==> src/hw/panel_scan_pkg.sv <==
`default_nettype none
package panel_scan_pkg;

  // ****************************************
  // timing
  // ****************************************
  localparam int unsigned CLK_HZ = 125000000;
  localparam int unsigned PHASE_HZ = 640;
  // half-phase of the latch enable clock, rounded down
  // a full period here would outlast the refresh interval and starve the second latch
  localparam int unsigned PHASE_CYCLES = CLK_HZ / (2 * PHASE_HZ);
  // refresh interval in ns, as printed: 1.56 ms
  localparam int unsigned REFRESH_NS = 1560000;
  localparam int unsigned REFRESH_CYCLES = REFRESH_NS / 8;
  // blanking guard around select changes
  localparam int unsigned GUARD_CYCLES = 16;

  // ****************************************
  // widths and reset values
  // ****************************************
  localparam int unsigned SEG_W = 16;
  localparam int unsigned SEL_W = 3;
  localparam int unsigned LINES = 8;
  localparam int unsigned COL_W = 3;
  localparam int unsigned DAC_W = 12;
  localparam logic [SEG_W-1:0] SEG_RESET = 16'h0000;
  localparam logic [SEL_W-1:0] SEL_RESET = 3'h2;
  localparam logic [DAC_W-1:0] DAC_RESET = 12'h800;
  // code that lights the first readout position
  localparam logic [SEL_W-1:0] FIRST_READOUT_CODE = 3'h2;

  // ****************************************
  // carriers
  // ****************************************
  typedef struct packed {
    logic [SEG_W-1:0] first;
    logic [SEG_W-1:0] second;
  } seg_pair_t;

  typedef struct packed {
    logic [DAC_W-1:0] volt;
    logic [DAC_W-1:0] cap;
  } dac_pair_t;

  typedef enum logic [1:0] {ST_BLANK, ST_FIRST, ST_GAP, ST_SECOND} phase_t;

endpackage
`default_nettype wire

==> src/hw/panel_scan.sv <==
// Behaviour
// one refresh step, servicing the next digit pair, every 1.56 ms
// only the 640 Hz phase clock decides when latch outputs drive segments; here each refresh write also restarts the phase sequence
// processor writes two digit patterns, one per latch, each interrupt
// latch outputs enabled one after the other, never together
// enabled pattern drives segments only in the selected digit
// three-bit code drives exactly one active-low digit select low
// select code 010 enables the first readout position
// annunciator groups use the same select path and latch patterns
// row decoder drives exactly one addressed row high
// column inputs read high for closed switch, low for open
// two independent converter channels, voltage and capacitance or current
// each converter channel holds a 12-bit split code
// segments blanked while the select code changes
`timescale 1ns/1ns
`default_nettype none
module panel_scan
  import panel_scan_pkg::*;
(
  // clock and reset
  input wire logic sys_clk,
  input wire logic sys_rst,
  // processor side: segment patterns and select code
  input wire logic refresh_wr,
  input wire seg_pair_t seg_pair_in,
  input wire logic [SEL_W-1:0] select_code_in,
  output logic refresh_irq,
  // keypad matrix
  input wire logic key_column_in0,
  input wire logic key_column_in1,
  input wire logic key_column_in2,
  output logic [COL_W-1:0] key_columns,
  output logic [LINES-1:0] key_rows,
  // display drive
  output logic [LINES-1:0] digit_select_n,
  output logic [SEG_W-1:0] segments,
  output logic latch_first_en,
  output logic latch_second_en,
  // converter channels
  input wire logic dac_wr,
  input wire dac_pair_t dac_in,
  output dac_pair_t dac_out
);

  // ****************************************
  // helpers
  // ****************************************
  // one-hot decode used by both the digit and row decoders
  function automatic logic [LINES-1:0] one_hot(input logic [SEL_W-1:0] c);
    logic [LINES-1:0] v;
    v = '0;
    v[c] = 1'b1;
    return v;
  endfunction

  // ****************************************
  // refresh timer
  // ****************************************
  logic [31:0] refresh_cnt_r;
  logic [31:0] phase_cnt_r;
  logic [SEL_W-1:0] sel_r;
  seg_pair_t seg_latch_r;
  phase_t phase_r;

  // refresh interval tick
  always_ff @(posedge sys_clk or posedge sys_rst)
  begin
    if (sys_rst)
    begin
      refresh_cnt_r <= '0;
      refresh_irq <= 1'b0;
    end
    else
    begin
      refresh_irq <= 1'b0;
      if (refresh_cnt_r == REFRESH_CYCLES - 1)
      begin
        refresh_cnt_r <= '0;
        refresh_irq <= 1'b1;
      end
      else
        refresh_cnt_r <= refresh_cnt_r + 32'd1;
    end
  end

  // ****************************************
  // segment latches and select code
  // ****************************************
  // two patterns per write
  // select code taken on every write, and the same write blanks the segments so a digit never shows a stale pattern
  always_ff @(posedge sys_clk or posedge sys_rst)
  begin
    if (sys_rst)
    begin
      seg_latch_r <= '{first: SEG_RESET, second: SEG_RESET};
      sel_r <= SEL_RESET;
    end
    else if (refresh_wr)
    begin
      seg_latch_r <= seg_pair_in;
      sel_r <= select_code_in;
    end
  end

  // ****************************************
  // 640 Hz phase sequencer
  // ****************************************
  // phase clock paces enables, restarted from blank by each write
  // first then second, guard gap between
  always_ff @(posedge sys_clk or posedge sys_rst)
  begin
    if (sys_rst)
    begin
      phase_r <= ST_BLANK;
      phase_cnt_r <= '0;
    end
    else if (refresh_wr)
    begin
      // blank on select change
      phase_r <= ST_BLANK;
      phase_cnt_r <= '0;
    end
    else
    begin
      phase_cnt_r <= phase_cnt_r + 32'd1;
      case (phase_r)
        ST_BLANK:
        begin
          if (phase_cnt_r >= GUARD_CYCLES - 1)
          begin
            phase_r <= ST_FIRST;
            phase_cnt_r <= '0;
          end
        end
        ST_FIRST:
        begin
          if (phase_cnt_r >= PHASE_CYCLES - 1)
          begin
            phase_r <= ST_GAP;
            phase_cnt_r <= '0;
          end
        end
        ST_GAP:
        begin
          if (phase_cnt_r >= GUARD_CYCLES - 1)
          begin
            phase_r <= ST_SECOND;
            phase_cnt_r <= '0;
          end
        end
        ST_SECOND:
        begin
          if (phase_cnt_r >= PHASE_CYCLES - 1)
          begin
            phase_r <= ST_GAP;
            phase_cnt_r <= '0;
          end
        end
        default:
          phase_r <= ST_BLANK;
      endcase
    end
  end

  // ****************************************
  // display and row outputs
  // ****************************************
  // decoded select with pattern
  // row decode shares the select code
  always_ff @(posedge sys_clk or posedge sys_rst)
  begin
    if (sys_rst)
    begin
      digit_select_n <= '1;
      key_rows <= '0;
      segments <= '0;
      latch_first_en <= 1'b0;
      latch_second_en <= 1'b0;
    end
    else
    begin
      // one low output
      digit_select_n <= ~one_hot(sel_r);
      // one high row
      key_rows <= one_hot(sel_r);
      latch_first_en <= (phase_r == ST_FIRST) && !refresh_wr;
      latch_second_en <= (phase_r == ST_SECOND) && !refresh_wr;
      // blank on change
      if (refresh_wr)
        segments <= '0;
      else if (phase_r == ST_FIRST)
        segments <= seg_latch_r.first;
      else if (phase_r == ST_SECOND)
        segments <= seg_latch_r.second;
      else
        segments <= '0;
    end
  end

  // ****************************************
  // keypad columns
  // ****************************************
  // closed reads high
  always_ff @(posedge sys_clk or posedge sys_rst)
  begin
    if (sys_rst)
      key_columns <= '0;
    else
      key_columns <= {key_column_in2, key_column_in1, key_column_in0};
  end

  // ****************************************
  // converter channels
  // ****************************************
  // two held 12-bit codes
  always_ff @(posedge sys_clk or posedge sys_rst)
  begin
    if (sys_rst)
      dac_out <= '{volt: DAC_RESET, cap: DAC_RESET};
    else if (dac_wr)
      dac_out <= dac_in;
  end

endmodule
`default_nettype wire

==> config.mk <==
export PLATFORM = sky130hd
export DESIGN_NAME = panel_scan
export DESIGN_NICKNAME = d
export VERILOG_FILES = /design/src/hw/panel_scan_pkg.sv /design/src/hw/panel_scan.sv
export SDC_FILE = /design/constraint.sdc
export NUM_CORES = 1
export LEC_CHECK = 0
export ABC_CLOCK_PERIOD_IN_PS = 12450
export BUFFER_PORTS_ARGS = -buffer_cell sky130_fd_sc_hd__buf_2
export CELL_PAD_IN_SITES_DETAIL_PLACEMENT = 0
export CELL_PAD_IN_SITES_GLOBAL_PLACEMENT = 1
export CORE_ASPECT_RATIO = 0.9
export CORE_UTILIZATION = 45
export CTS_CLUSTER_SIZE = 16
export DETAILED_ROUTE_END_ITERATION = 16
export GPL_TIMING_DRIVEN = 0
export HOLD_SLACK_MARGIN = 0.12
export PLACE_DENSITY = 0.77
export RECOVER_POWER = 25
export SLEW_MARGIN = 20
export SYNTH_ARGS = -nofsm -noshare
export SYNTH_HDL_FRONTEND = slang
export SYNTH_SLANG_ARGS = --single-unit
==> constraint.sdc <==
create_clock -name sys_clk -period 12.45 [get_ports sys_clk]
set_input_delay 1.245 -clock sys_clk [delete_from_list [all_inputs] [get_ports sys_clk]]
set_output_delay 1.245 -clock sys_clk [all_outputs]
set_load 0.02 [all_outputs]
# Word level (Yosys, flattened, before mapping)
# Index checks and enable logic that the tools add are counted.
[word_totals]
ff_bits = 163
out_inout_bits = 62
word_cells = 53
[classes]
addsub = 2
magnitude_cmp = 4
n_eq_ne = 7
mux = 16
n_bitwise = 1
reduce_logical = 8
[op_table]
columns = ["operator", "n"]
rows = [
  ["$mux 32", 4],
  ["$add 32x1->32 const B", 2],
  ["$pmux 32 s2", 1],
  ["$mux 16", 3],
  ["$eq 32x18->1 const B", 1],
  ["$ge 32x17->1 const B", 1],
  ["$ge 32x4->1 const B", 1],
  ["$mux 2", 4],
  ["$not 8->8", 1],
  ["$ne 3x3->1 const B", 2],
  ["$pmux 2 s3", 1],
  ["$eq 2x2->1 const B", 2],
  ["$lt 3x4->1 const B", 1],
  ["$reduce_or 2->1", 2],
  ["$demux 1 s3", 1],
  ["$ge 3x1->1 const B", 1],
  ["$logic_and 1x1->1", 3],
  ["$ne 3x1->1 const B", 1],
  ["$reduce_and 3->1", 1],
  ["$eq 2x1->1 const B", 1],
  ["$logic_not 2->1", 1],
  ["$mux 1", 2],
  ["$logic_not 1->1", 1],
]

# Depth between registers and ports, before layout
# Gate-level depths: netlist (run 1).
[logic_depth]
ltp_word = 5
ltp_mapped = 7
depth_no_buf = 5

# Worst setup path after synthesis (run 1)
# No wires, ideal clock.
[synth_path]
path_type = "input to register"
startpoint = "in refresh_wr"
endpoint = "reg seg_latch_r[10] (netlist name)"
setup_time_ns = 0.125
arrival_ns = 2.273
required_time_ns = 12.325
slack_ns = 10.052
path_stages = 3
n_path_buf = 2
path_cell_list = "clkbuf_1 -> clkbuf_1 -> mux2_2"
[synth_rtl]
columns = ["item", "line_no", "text"]
rows = [
  ["start, declared", "panel_scan.sv:24", "input wire logic refresh_wr,"],
  ["end signal, assigned", "panel_scan.sv:95", "seg_latch_r <= '{first: SEG_RESET, second: SEG_RESET};"],
  ["end signal, assigned", "panel_scan.sv:100", "seg_latch_r <= seg_pair_in;"],
  ["end, declared", "panel_scan.sv:62", "seg_pair_t seg_latch_r;"],
]
# No word-level cell between the ends.

==> qor.txt, run 1 <==
H-tree levels - 4
Post-synth EDFFs - 0
overall die height - 117 um
CTS buffer count - 17
post-DR vias/cell - 5.12
Final Skew - 7.13 ps
Seq/Total Area, Yosys - 61.6%
CTS clk-pin slew, worst paths - 60 ps
post-synthesis instance area - 0.00665 mm^2
Ports - 128
Critical Path Max Stage Delay - 1800 ps
Final period util - 26.0%
worst hold path type - flop to flop
Die Width - 130 um
CP Class - input port to async pin
crit start category - input port
#FFs+latches synth - 163
Setup-failing EPs final - 0
Initial Utilization - 46.8%
Area Growth Syn to Fin - 22.7%
routed len/inst - 15.3 um
Antenna diodes - 0
Yosys Warn Count - 0
antenna viol nets, final - 0
Setup TNS - 0 ps
CTS Buffer Depth - 2
GRT overflow - 0
kind of end point of the critical path - async pin
Core Box Area - 0.0142 mm^2
clock root buffer - clkbuf_16
DRT Wirelength - 13.4 mm
# resized after CTS - 0
post-place setup slack - 9380 ps
share of cells above drive strength 1 - 37.8%
Post-Syn Area per Cell - 13.0 um^2
relative slew slack - -118%
final hold violations - 0
Total GRT Usage - 18.6%
Worst EP arrival - 3230 ps
drt first pass iters - 4
Pleak - 3.68 nW
initial antenna violation count - 0
setup ws final - 9210 ps
DP HPWL - 9.42 mm
Worst Path Buf+Inv - 2
final slew viol count - 74
die area - 0.0153 mm^2
Most used DFF post-synth - dfrtp_1
crit path cell chain - buf_2, clkinvlp_2
Critical Path RT - 12,440 ps
Post-CTS Setup Repair Bufs - 0
failing checks - max-capacitance violations, max-slew violations
first-pass GRT wire length - 21.7 mm
CTS tree - built
fin crit period - 3240 ps
# hold bufs at CTS - 0
delay-heaviest family, CP - buffers and inverters
Post-synth ARST share - 100%
Unique masters post-synth - 51
Slew @ Worst Pin - 3260 ps
status - finished with violations
Nets - 738
RSZ-0062 raised after global routing - no
largest net degree at the start of global routing - 91
CP max FO - 74
FMAX - 309 MHz
Max VDD drop - 111 uV
power per standard cell area - 143 mW/mm^2
worst-skew pair later-pin latency - 420 ps
Cell Rows - 41
number of global-route vias before repair - 4,418
IO Port Bufs - 126
Crit-path slowest cell - clkinvlp_2
clk sink count - 163
residual DRC count - 0
starting DRC count in detailed routing - 250
cells after synthesis - 510
Max-Cap Viols - 1
Vias - 4,483
gpl congestion - 0.782
## worst reg2reg max path, stage by stage, from the launching register on
cell	delay, ps
dfrtp_1	380
ha_1	230
a211oi_1	100
o31a_1	330
o21ai_2	360
buf_2	380
o32ai_1	120
## metal layers
layer  global-route usage [%]  vias up  wire length [um]
met5                        0        -                 0
met4                     6.76        0               173
met3                     4.79       11               853
met2                     28.3      145              6170
met1                     25.5     2203              6210
li1                         -     2124                 -
## report_power, final
group | leakage, nW | switching, mW | internal [mW]
sequential | 2.04 | 0.0135 | 0.561
combinational | 1.37 | 0.0597 | 0.0445
clock | 0.267 | 0.211 | 0.277
## flip-flops by register name, summed over array words and instances, names as in the netlist
| name | flops |
|---|---|
| phase_r | 2 |
| sel_r | 3 |
| dac_out | 24 |
| latch_first_en | 1 |
| latch_second_en | 1 |
| seg_latch_r | 32 |
| key_rows | 8 |
| key_columns | 3 |
| refresh_irq | 1 |
| digit_select_n | 8 |
| segments | 16 |
| refresh_cnt_r | 32 |
| phase_cnt_r | 32 |
## path summary, 6_finish.rpt
path | end | slack [ps] | from | cells past startpoint
min reg2reg | refresh_cnt_r[0] | 470 | refresh_cnt_r[0] | 1
max in group sys_clk | seg_latch_r[25] | 9850 | refresh_wr | 4
max | phase_cnt_r[5] | 9210 | sys_rst | 2
min in group asynchronous | refresh_cnt_r[2] | 1750 | sys_rst | 2
max reg2reg | phase_r[0] | 10400 | phase_cnt_r[0] | 6
min | refresh_cnt_r[0] | 470 | refresh_cnt_r[0] | 1
## layout by cell type, fill, tap and decap left out, types with 9 or more instances in the layout
master / count
dfrtp_1: 152
mux2i_1: 16
mux2_2: 59
and3_1: 9
clkbuf_1: 14
a211oi_2: 10
nor2_1: 35
xnor2_1: 32
buf_2: 131
nand3_1: 21
inv_1: 17
nand2_1: 13
nor4_1: 20
clkbuf_16: 17
dfstp_2: 10
conb_1: 15
nand4_1: 20
## synth_stat cells (9+ instances only)
cell | count | area share, %
nand2_1 | 13 | 0.73
clkbuf_1 | 12 | 0.68
nor2_1 | 35 | 2.0
xnor2_1 | 32 | 4.2
mux2_2 | 59 | 10
dfrtp_1 | 152 | 57
mux2i_1 | 16 | 2.4
and3_1 | 9 | 0.85
dfstp_2 | 11 | 4.3
inv_1 | 18 | 1.0
a211oi_2 | 10 | 1.9
nand4_1 | 20 | 1.9
nor4_1 | 20 | 1.9
nand3_1 | 21 | 1.6
## through the flow
step                      instance area (um^2)  hold WS [ps]  util [%]  cells  power (mW)
final                                     8160           471      57.4    876        1.17
after global routing                      8160           507      57.4    876        1.22
after CTS                                 8170           473      57.5    876        1.18
after detailed placement                  7610           457      53.5    844       0.691
after global placement                    7570           449      53.3    843       0.687
after floorplan                           6700           433         -    524       0.650
## layout make-up
type	count	area (um^2)
fill	1178	6050
multi-input combinational	320	2410
buffer	23	125
clock buffer	18	429
sequential	163	4090
inverter	18	68.8
timing repair buffer	127	658
clock inverter	14	129
tap	193	241
## kinds of logic (layout without fill, tap and decap cells)
family                   Yosys count  after routing  synth area share [%]
flip-flops                       163            163                  61.6
AND/OR/NAND/NOR                  154            154                  12.9
multiplexers                      75             75                  12.4
buffers and inverters             41            200                  2.92
XOR/XNOR                          39             39                  5.14
AO/OA/AOI/OAI                     35             35                  4.63
adder cells (fa/ha/maj)            2              2                 0.376
other                              1             15                0.0564
Note: power is estimated with default switching activity, not from simulation.
==> run 2, diff against run 1 <==
ABC_AREA = 1   (was default)
ABC_CLOCK_PERIOD_IN_PS = 2700   (was 12450)
CORE_UTILIZATION = 38   (was 45)
PLACE_DENSITY = 0.72   (was 0.77)
clock period = 2.7 ns   (was 12.45 ns; I/O delays follow)
==> qor.txt, run 2 <==
Vias - 5,149 (+15%)
antenna viol nets, final - 0 (unchanged)
IO Port Bufs - 126 (unchanged)
Post-Syn Area per Cell - 9.94 um^2 (-24%)
Register Area - 0.00409 mm^2 (unchanged)
Worst EP arrival - 2500 ps (-730 ps)
gpl congestion - 0.826 (+5.6%)
multi-input logic area - 0.00244 mm^2 (+1.1%)
Most used DFF post-synth - dfrtp_1
Post-synth ARST share - 100% (unchanged)
DP HPWL - 10.9 mm (+16%)
internal reg-to-reg setup slack - 890 ps (-9510 ps)
Final period util - 69.0%
share of cells above drive strength 1 - 26.3% (-11 points)
Crit-path slowest cell - clkbuf_2
power share of the combinational group - 9.3% (+0.4 points)
r2r startpoint - refresh_cnt_r[0]
post-place setup slack - 906 ps (-8480 ps)
worst hold slack - 277 ps (-195 ps)
fin crit period - 1860 ps
synth top area cells - dfrtp_1 (55%), nand2_1 (8.5%), dfstp_2 (4.2%)
Net Sw Frac - 26.9% (+2.5 points)
crit start category - input port
status - complete, no violations
placed cells - 1,076 (+27%)
post-route insts no fill - 1,171 (+34%)
initial antenna violation count - 0 (unchanged)
# resized after CTS - 0 (unchanged)
crit path cell chain - dlygate4sd3_1, buf_2, clkinvlp_2, clkbuf_2, buf_16
Max-Cap Viols - 0 (-1)
clock root buffer - clkbuf_16
post-DR vias/cell - 4.40 (-14%)
RSZ-0062 raised after global routing - no
fillers - 1,641 (+39%)
final slew viol count - 0 (-100%)
relative slew slack - 40.7% (+160 points)
routed len/inst - 13.3 um (-13%)
power per standard cell area - 604 mW/mm^2 (+320%)
most frequent cell after synthesis - nand2_1
largest registers - phase_cnt_r (32), refresh_cnt_r (32), seg_latch_r (32)
overall power - 5.54 mW (+370%)
Critical Path Max Stage Delay - 760 ps (-1040 ps)
Antenna diodes - 0 (unchanged)
# hold bufs at CTS - 63 (+63)
Slew @ Worst Pin - 885 ps (-2370 ps)
#FFs+latches synth - 163 (unchanged)
drt first pass iters - 4 (unchanged)
number of global-route vias before repair - 5,245 (+19%)
Total GRT Usage - 18.0% (-0.60 points)
Die Width - 144 um (+10%)
Max VDD drop - 469 uV (+320%)
Hold Path Cell Cnt - 4 (+3)
DRT Wirelength - 15.6 mm (+16%)
setup ws final - 837 ps (-8370 ps)
Nets - 986 (+34%)
Cell Rows - 46 (+12%)
worst hold path type - input port to flop
clk sink count - 163 (unchanged)
Ports - 128 (unchanged)
Post-synth EDFFs - 0 (unchanged)
most frequent cells in the layout - nand2_1 (156), dfrtp_1 (152), buf_2 (126)
Pleak - 4.42 nW (+20%)
Internal - 4.05 mW (+360%)
overall die height - 130 um (+10%)
Area Growth Syn to Fin - 33.7%
area share of the largest cell type after synthesis - 55.4% (-1.8 points)
worst-skew pair later-pin latency - 430 ps (about the same)
post-synthesis instance area - 0.00687 mm^2 (+3.3%)
hold_sp - refresh_wr
CTS buffer count - 17 (unchanged)
final hold violations - 0 (unchanged)
residual DRC count - 0 (unchanged)
CTS Buffer Depth - 2 (unchanged)
kind of end point of the critical path - async pin
Yosys Warn Count - 0 (unchanged)
CP Class - input port to async pin
first-pass GRT wire length - 25.6 mm (+18%)
Seq/Total Area, Yosys - 59.6% (-2.0 points)
FMAX - 537 MHz
CP max FO - 32 (-57%)
RR Endpoint - refresh_cnt_r[26]
WHS Endpoint - seg_latch_r[29]
Clk pwr share - 43.5% (+1.7 points)
GRT overflow - 0 (unchanged)
H-tree levels - 4 (unchanged)
Setup-failing EPs final - 0 (unchanged)
die area - 0.0186 mm^2 (+22%)
P_sw - 1.49 mW (+420%)
Critical Path RT - 3340 ps (-9100 ps)
cells after synthesis - 691 (+35%)
Commonest cells post-synth - nand2_1 (156), dfrtp_1 (152), inv_1 (76), nor2_1 (64), xor2_1 (31)
CTS clk-pin slew, worst paths - 70 ps (about the same)
Unique masters post-synth - 38 (-25%)
CTS tree - built
largest net degree at the start of global routing - 35 (-62%)
starting DRC count in detailed routing - 264 (+5.6%)
Reg2Reg Depth - 8 (+2)
commonest non-fill, non-tap cell in the layout - nand2_1
Initial Utilization - 38.9% (-7.9 points)
Post-CTS Setup Repair Bufs - 0 (unchanged)
Synth area leader - dfrtp_1
Reg power frac - 47.2% (-2.0 points)
Core Box Area - 0.0177 mm^2 (+24%)
Final Skew - 10.3 ps (+3.21 ps)
-- run 2: changes by cell type in the layout (fill, tap and decap cells not counted), moves of 19 or more --
cell / previous run / this run
dlygate4sd3_1: 0 / 63
xor2_1: 7 / 31
nor4_1: 20 / 1
mux2_2: 59 / 24
inv_1: 17 / 75
o21ai_0: 2 / 21
xnor2_1: 32 / 9
nor3_1: 7 / 26
nand2_1: 13 / 156
nor2_1: 35 / 64
-- run 2: cell type report --
| cell class | instances | area share [%] |
|---|---|---|
| buffer | 14 | 0.777 |
| clock buffer | 17 | 4.63 |
| clock inverter | 15 | 1.99 |
| inverter | 84 | 3.45 |
| multi-input combinational | 444 | 26.6 |
| sequential | 163 | 44.6 |
| tap | 240 | 3.27 |
| timing repair buffer | 194 | 14.7 |
-- run 2: power by group through the flow --
stage	clock network, mW	logic [mW]	registers [mW]
4_1_cts	2.48	0.526	2.62
2_1_floorplan	0	0.177	2.75
5_1_grt	2.57	0.573	2.63
6_report	2.41	0.514	2.62
3_5_place_dp	0	0.454	2.67
3_3_place_gp	0	0.430	2.66
-- run 2: critical path, delay by kind of cell --
| family | cells | cell delay [ps] |
|---|---|---|
| buffers and inverters | 5 | 2210 |
-- run 2: metal layers --
layer  track usage, %  share of wire [%]
met1             24.0                 49
met5                0                  0
met3             4.92                4.9
met4             5.32               0.59
met2             28.7                 46
-- run 2: per-stage QoR --
step	util, %	area [um^2]	setup TNS [ps]
6_report	52.0	9180	0
3_3_place_gp	44.5	7860	-99710
3_5_place_dp	45.1	7960	0
5_1_grt	52.0	9180	0
2_1_floorplan	-	6930	0
4_1_cts	52.1	9200	0
-- run 2: logic make-up after synthesis --
family / after synthesis / synth area share, %
simple gates: 302 / 19.7
flops: 163 / 59.6
buf+inv: 98 / 5.66
compound gates: 61 / 5.56
xor+xnor: 40 / 5.10
mux: 24 / 3.93
fa+ha+maj: 2 / 0.364
other cells: 1 / 0.0546
-- run 2: how the worst max path moves through the flow --
stage / startpoint / end / cells after the start
finish: sys_rst / seg_latch_r[6] / 5
floorplan: sys_rst / dac_out[0] / 1
global route: sys_rst / seg_latch_r[6] / 5
CTS: refresh_cnt_r[0] / refresh_cnt_r[26] / 8
detailed placement: refresh_cnt_r[0] / refresh_cnt_r[26] / 8
global placement: sys_rst / dac_out[0] / 2
==> run 3, diff against run 2 <==
ABC_CLOCK_PERIOD_IN_PS = 1600   (was 2700)
clock period = 1.6 ns   (was 2.7 ns; I/O delays follow)
==> qor.txt, run 3 (same netlist as run 2, synthesis figures left out) <==
relative slew slack - 63.0% (+22 points)
Ports - 128 (unchanged)
Critical Path Max Stage Delay - 410 ps (-350 ps)
crit path cell chain - ha_4, nand2_4, nor2_4, nor2_2, nand2_2, nor2_4, o211ai_4, clkbuf_16, a21oi_2
clock root buffer - clkbuf_16
Final period util - 95.9%
WHS Endpoint - phase_cnt_r[5]
die area - 0.0186 mm^2 (unchanged)
Antenna diodes - 0 (unchanged)
final slew viol count - 0 (unchanged)
Crit-path slowest cell - dfrtp_1
IO Port Bufs - 126 (unchanged)
worst hold path type - input port to flop
Register Area - 0.00410 mm^2 (+0.15%)
drt first pass iters - 4 (unchanged)
H-tree levels - 4 (unchanged)
CTS buffer count - 17 (unchanged)
Hold Path Cell Cnt - 4 (unchanged)
CTS tree - built
Post-DP Area - 0.00796 mm^2 (unchanged)
crit start category - flop
Final Skew - 11.2 ps (+0.877 ps)
commonest non-fill, non-tap cell in the layout - nand2_1
Total GRT Usage - 18.2% (+0.20 points)
RR Endpoint - phase_cnt_r[14]
routed len/inst - 13.4 um (+0.24%)
CTS Buffer Depth - 2 (unchanged)
DRT Wirelength - 15.8 mm (+1.2%)
multi-input logic area - 0.00257 mm^2 (+5.4%)
most used cell, CP - nor2_4
Initial Utilization - 38.9% (unchanged)
Final Core Density - 53.5% (+1.5 points)
CP Class - flop to flop
worst hold slack - 151 ps (-125 ps)
internal reg-to-reg setup slack - 70 ps (-820 ps)
DP HPWL - 10.9 mm (unchanged)
CP max FO - 5 (-84%)
residual DRC count - 0 (unchanged)
post-DR vias/cell - 4.39 (-0.14%)
Max-Cap Viols - 0 (unchanged)
r2r startpoint - phase_cnt_r[1]
Setup-failing EPs final - 0 (unchanged)
power per standard cell area - 990 mW/mm^2 (+64%)
starting DRC count in detailed routing - 231 (-13%)
largest net degree at the start of global routing - 35 (unchanged)
worst-skew pair later-pin latency - 430 ps (about the same)
Critical Path RT - 1960 ps (-1380 ps)
Area Growth Syn to Fin - 37.6%
hold_sp - refresh_wr
placed cells - 1,076 (unchanged)
overall die height - 130 um (unchanged)
Vias - 5,190 (+0.80%)
fin area - 0.00945 mm^2 (+2.9%)
Core Box Area - 0.0177 mm^2 (unchanged)
most frequent cells in the layout - nand2_1 (152), dfrtp_1 (147), buf_2 (126)
Slew @ Worst Pin - 555 ps (-330 ps)
CTS clk-pin slew, worst paths - 70 ps (about the same)
largest registers - phase_cnt_r (32), refresh_cnt_r (32), seg_latch_r (32)
fillers - 1,615 (-1.6%)
gpl congestion - 0.826 (unchanged)
clk sink count - 163 (unchanged)
status - complete, no violations
Max VDD drop - 791 uV (+69%)
RSZ-0062 raised after global routing - yes
share of cells above drive strength 1 - 29.9% (+3.6 points)
Reg2Reg Depth - 9 (+1)
Nets - 997 (+1.1%)
initial antenna violation count - 0 (unchanged)
number of global-route vias before repair - 5,303 (+1.1%)
fin crit period - 1530 ps
antenna viol nets, final - 0 (unchanged)
post-route insts no fill - 1,182 (+0.94%)
final hold violations - 0 (unchanged)
first-pass GRT wire length - 25.8 mm (+1.1%)
FMAX - 652 MHz
GRT overflow - 0 (unchanged)
overall power - 9.36 mW (+69%)
Cell Rows - 46 (unchanged)
kind of end point of the critical path - flop
Pleak - 4.55 nW (+2.8%)
Worst EP arrival - 1890 ps (-610 ps)
Die Width - 144 um (unchanged)
-- run 3: worst max-delay path, delay by kind of cell, from the launching register on --
family | cells | cell delay [ps]
compound gates | 2 | 250
flops | 1 | 410
buf+inv | 1 | 190
fa+ha+maj | 1 | 180
simple gates | 5 | 440
-- run 3: timing repair --
action,CTS,global route
cloned,1,0
hold buffers,63,0
pin swaps,1,11
setup endpoints to repair,36,46
endpoints found under the hold margin,139,0
resized for setup,9,35
setup buffers,4,6
-- run 3: through the flow --
step | TNS, ps | worst slack, ps
after floorplan | -95810 | -622
after detailed placement | -1760 | -194
after global placement | -261670 | -1660
after CTS | 0 | 15.8
final | 0 | 65.6
after global routing | -196 | -34.9
-- run 3: power by group --
group	total (mW)	leakage (nW)	internal, mW	switching [mW]
registers	4.42	2.05	4.34	0.0751
clock network	4.07	0.291	2.12	1.95
logic	0.869	2.20	0.374	0.495
total	9.36	4.55	6.84	2.52
-- run 3: area by class of cell --
class / instances / share of cell area, %
sequential: 163 / 43.4
multi-input combinational: 444 / 27.2
timing repair buffer: 205 / 15.6
clock buffer: 17 / 4.50
inverter: 84 / 3.38
tap: 240 / 3.18
clock inverter: 15 / 1.93
buffer: 14 / 0.874
-- run 3: metal layers --
metal / vias to the layer above / wire [um] / track usage (%)
met5: - / 0 / 0
met4: 0 / 91 / 5.32
met3: 6 / 748 / 4.92
li1: 2659 / - / -
met2: 117 / 7330 / 28.9
met1: 2408 / 7610 / 24.4
-- run 3: worst max-delay path by stage --
stage	end	startpoint	cells after the start	slack, ps
floorplan	dac_out[0]	sys_rst	1	-620
global placement	dac_out[0]	sys_rst	2	-1660
detailed placement	refresh_cnt_r[26]	refresh_cnt_r[0]	8	-190
CTS	phase_cnt_r[0]	phase_cnt_r[0]	9	20
global route	phase_cnt_r[14]	phase_cnt_r[1]	9	-30
finish	phase_cnt_r[14]	phase_cnt_r[1]	9	70
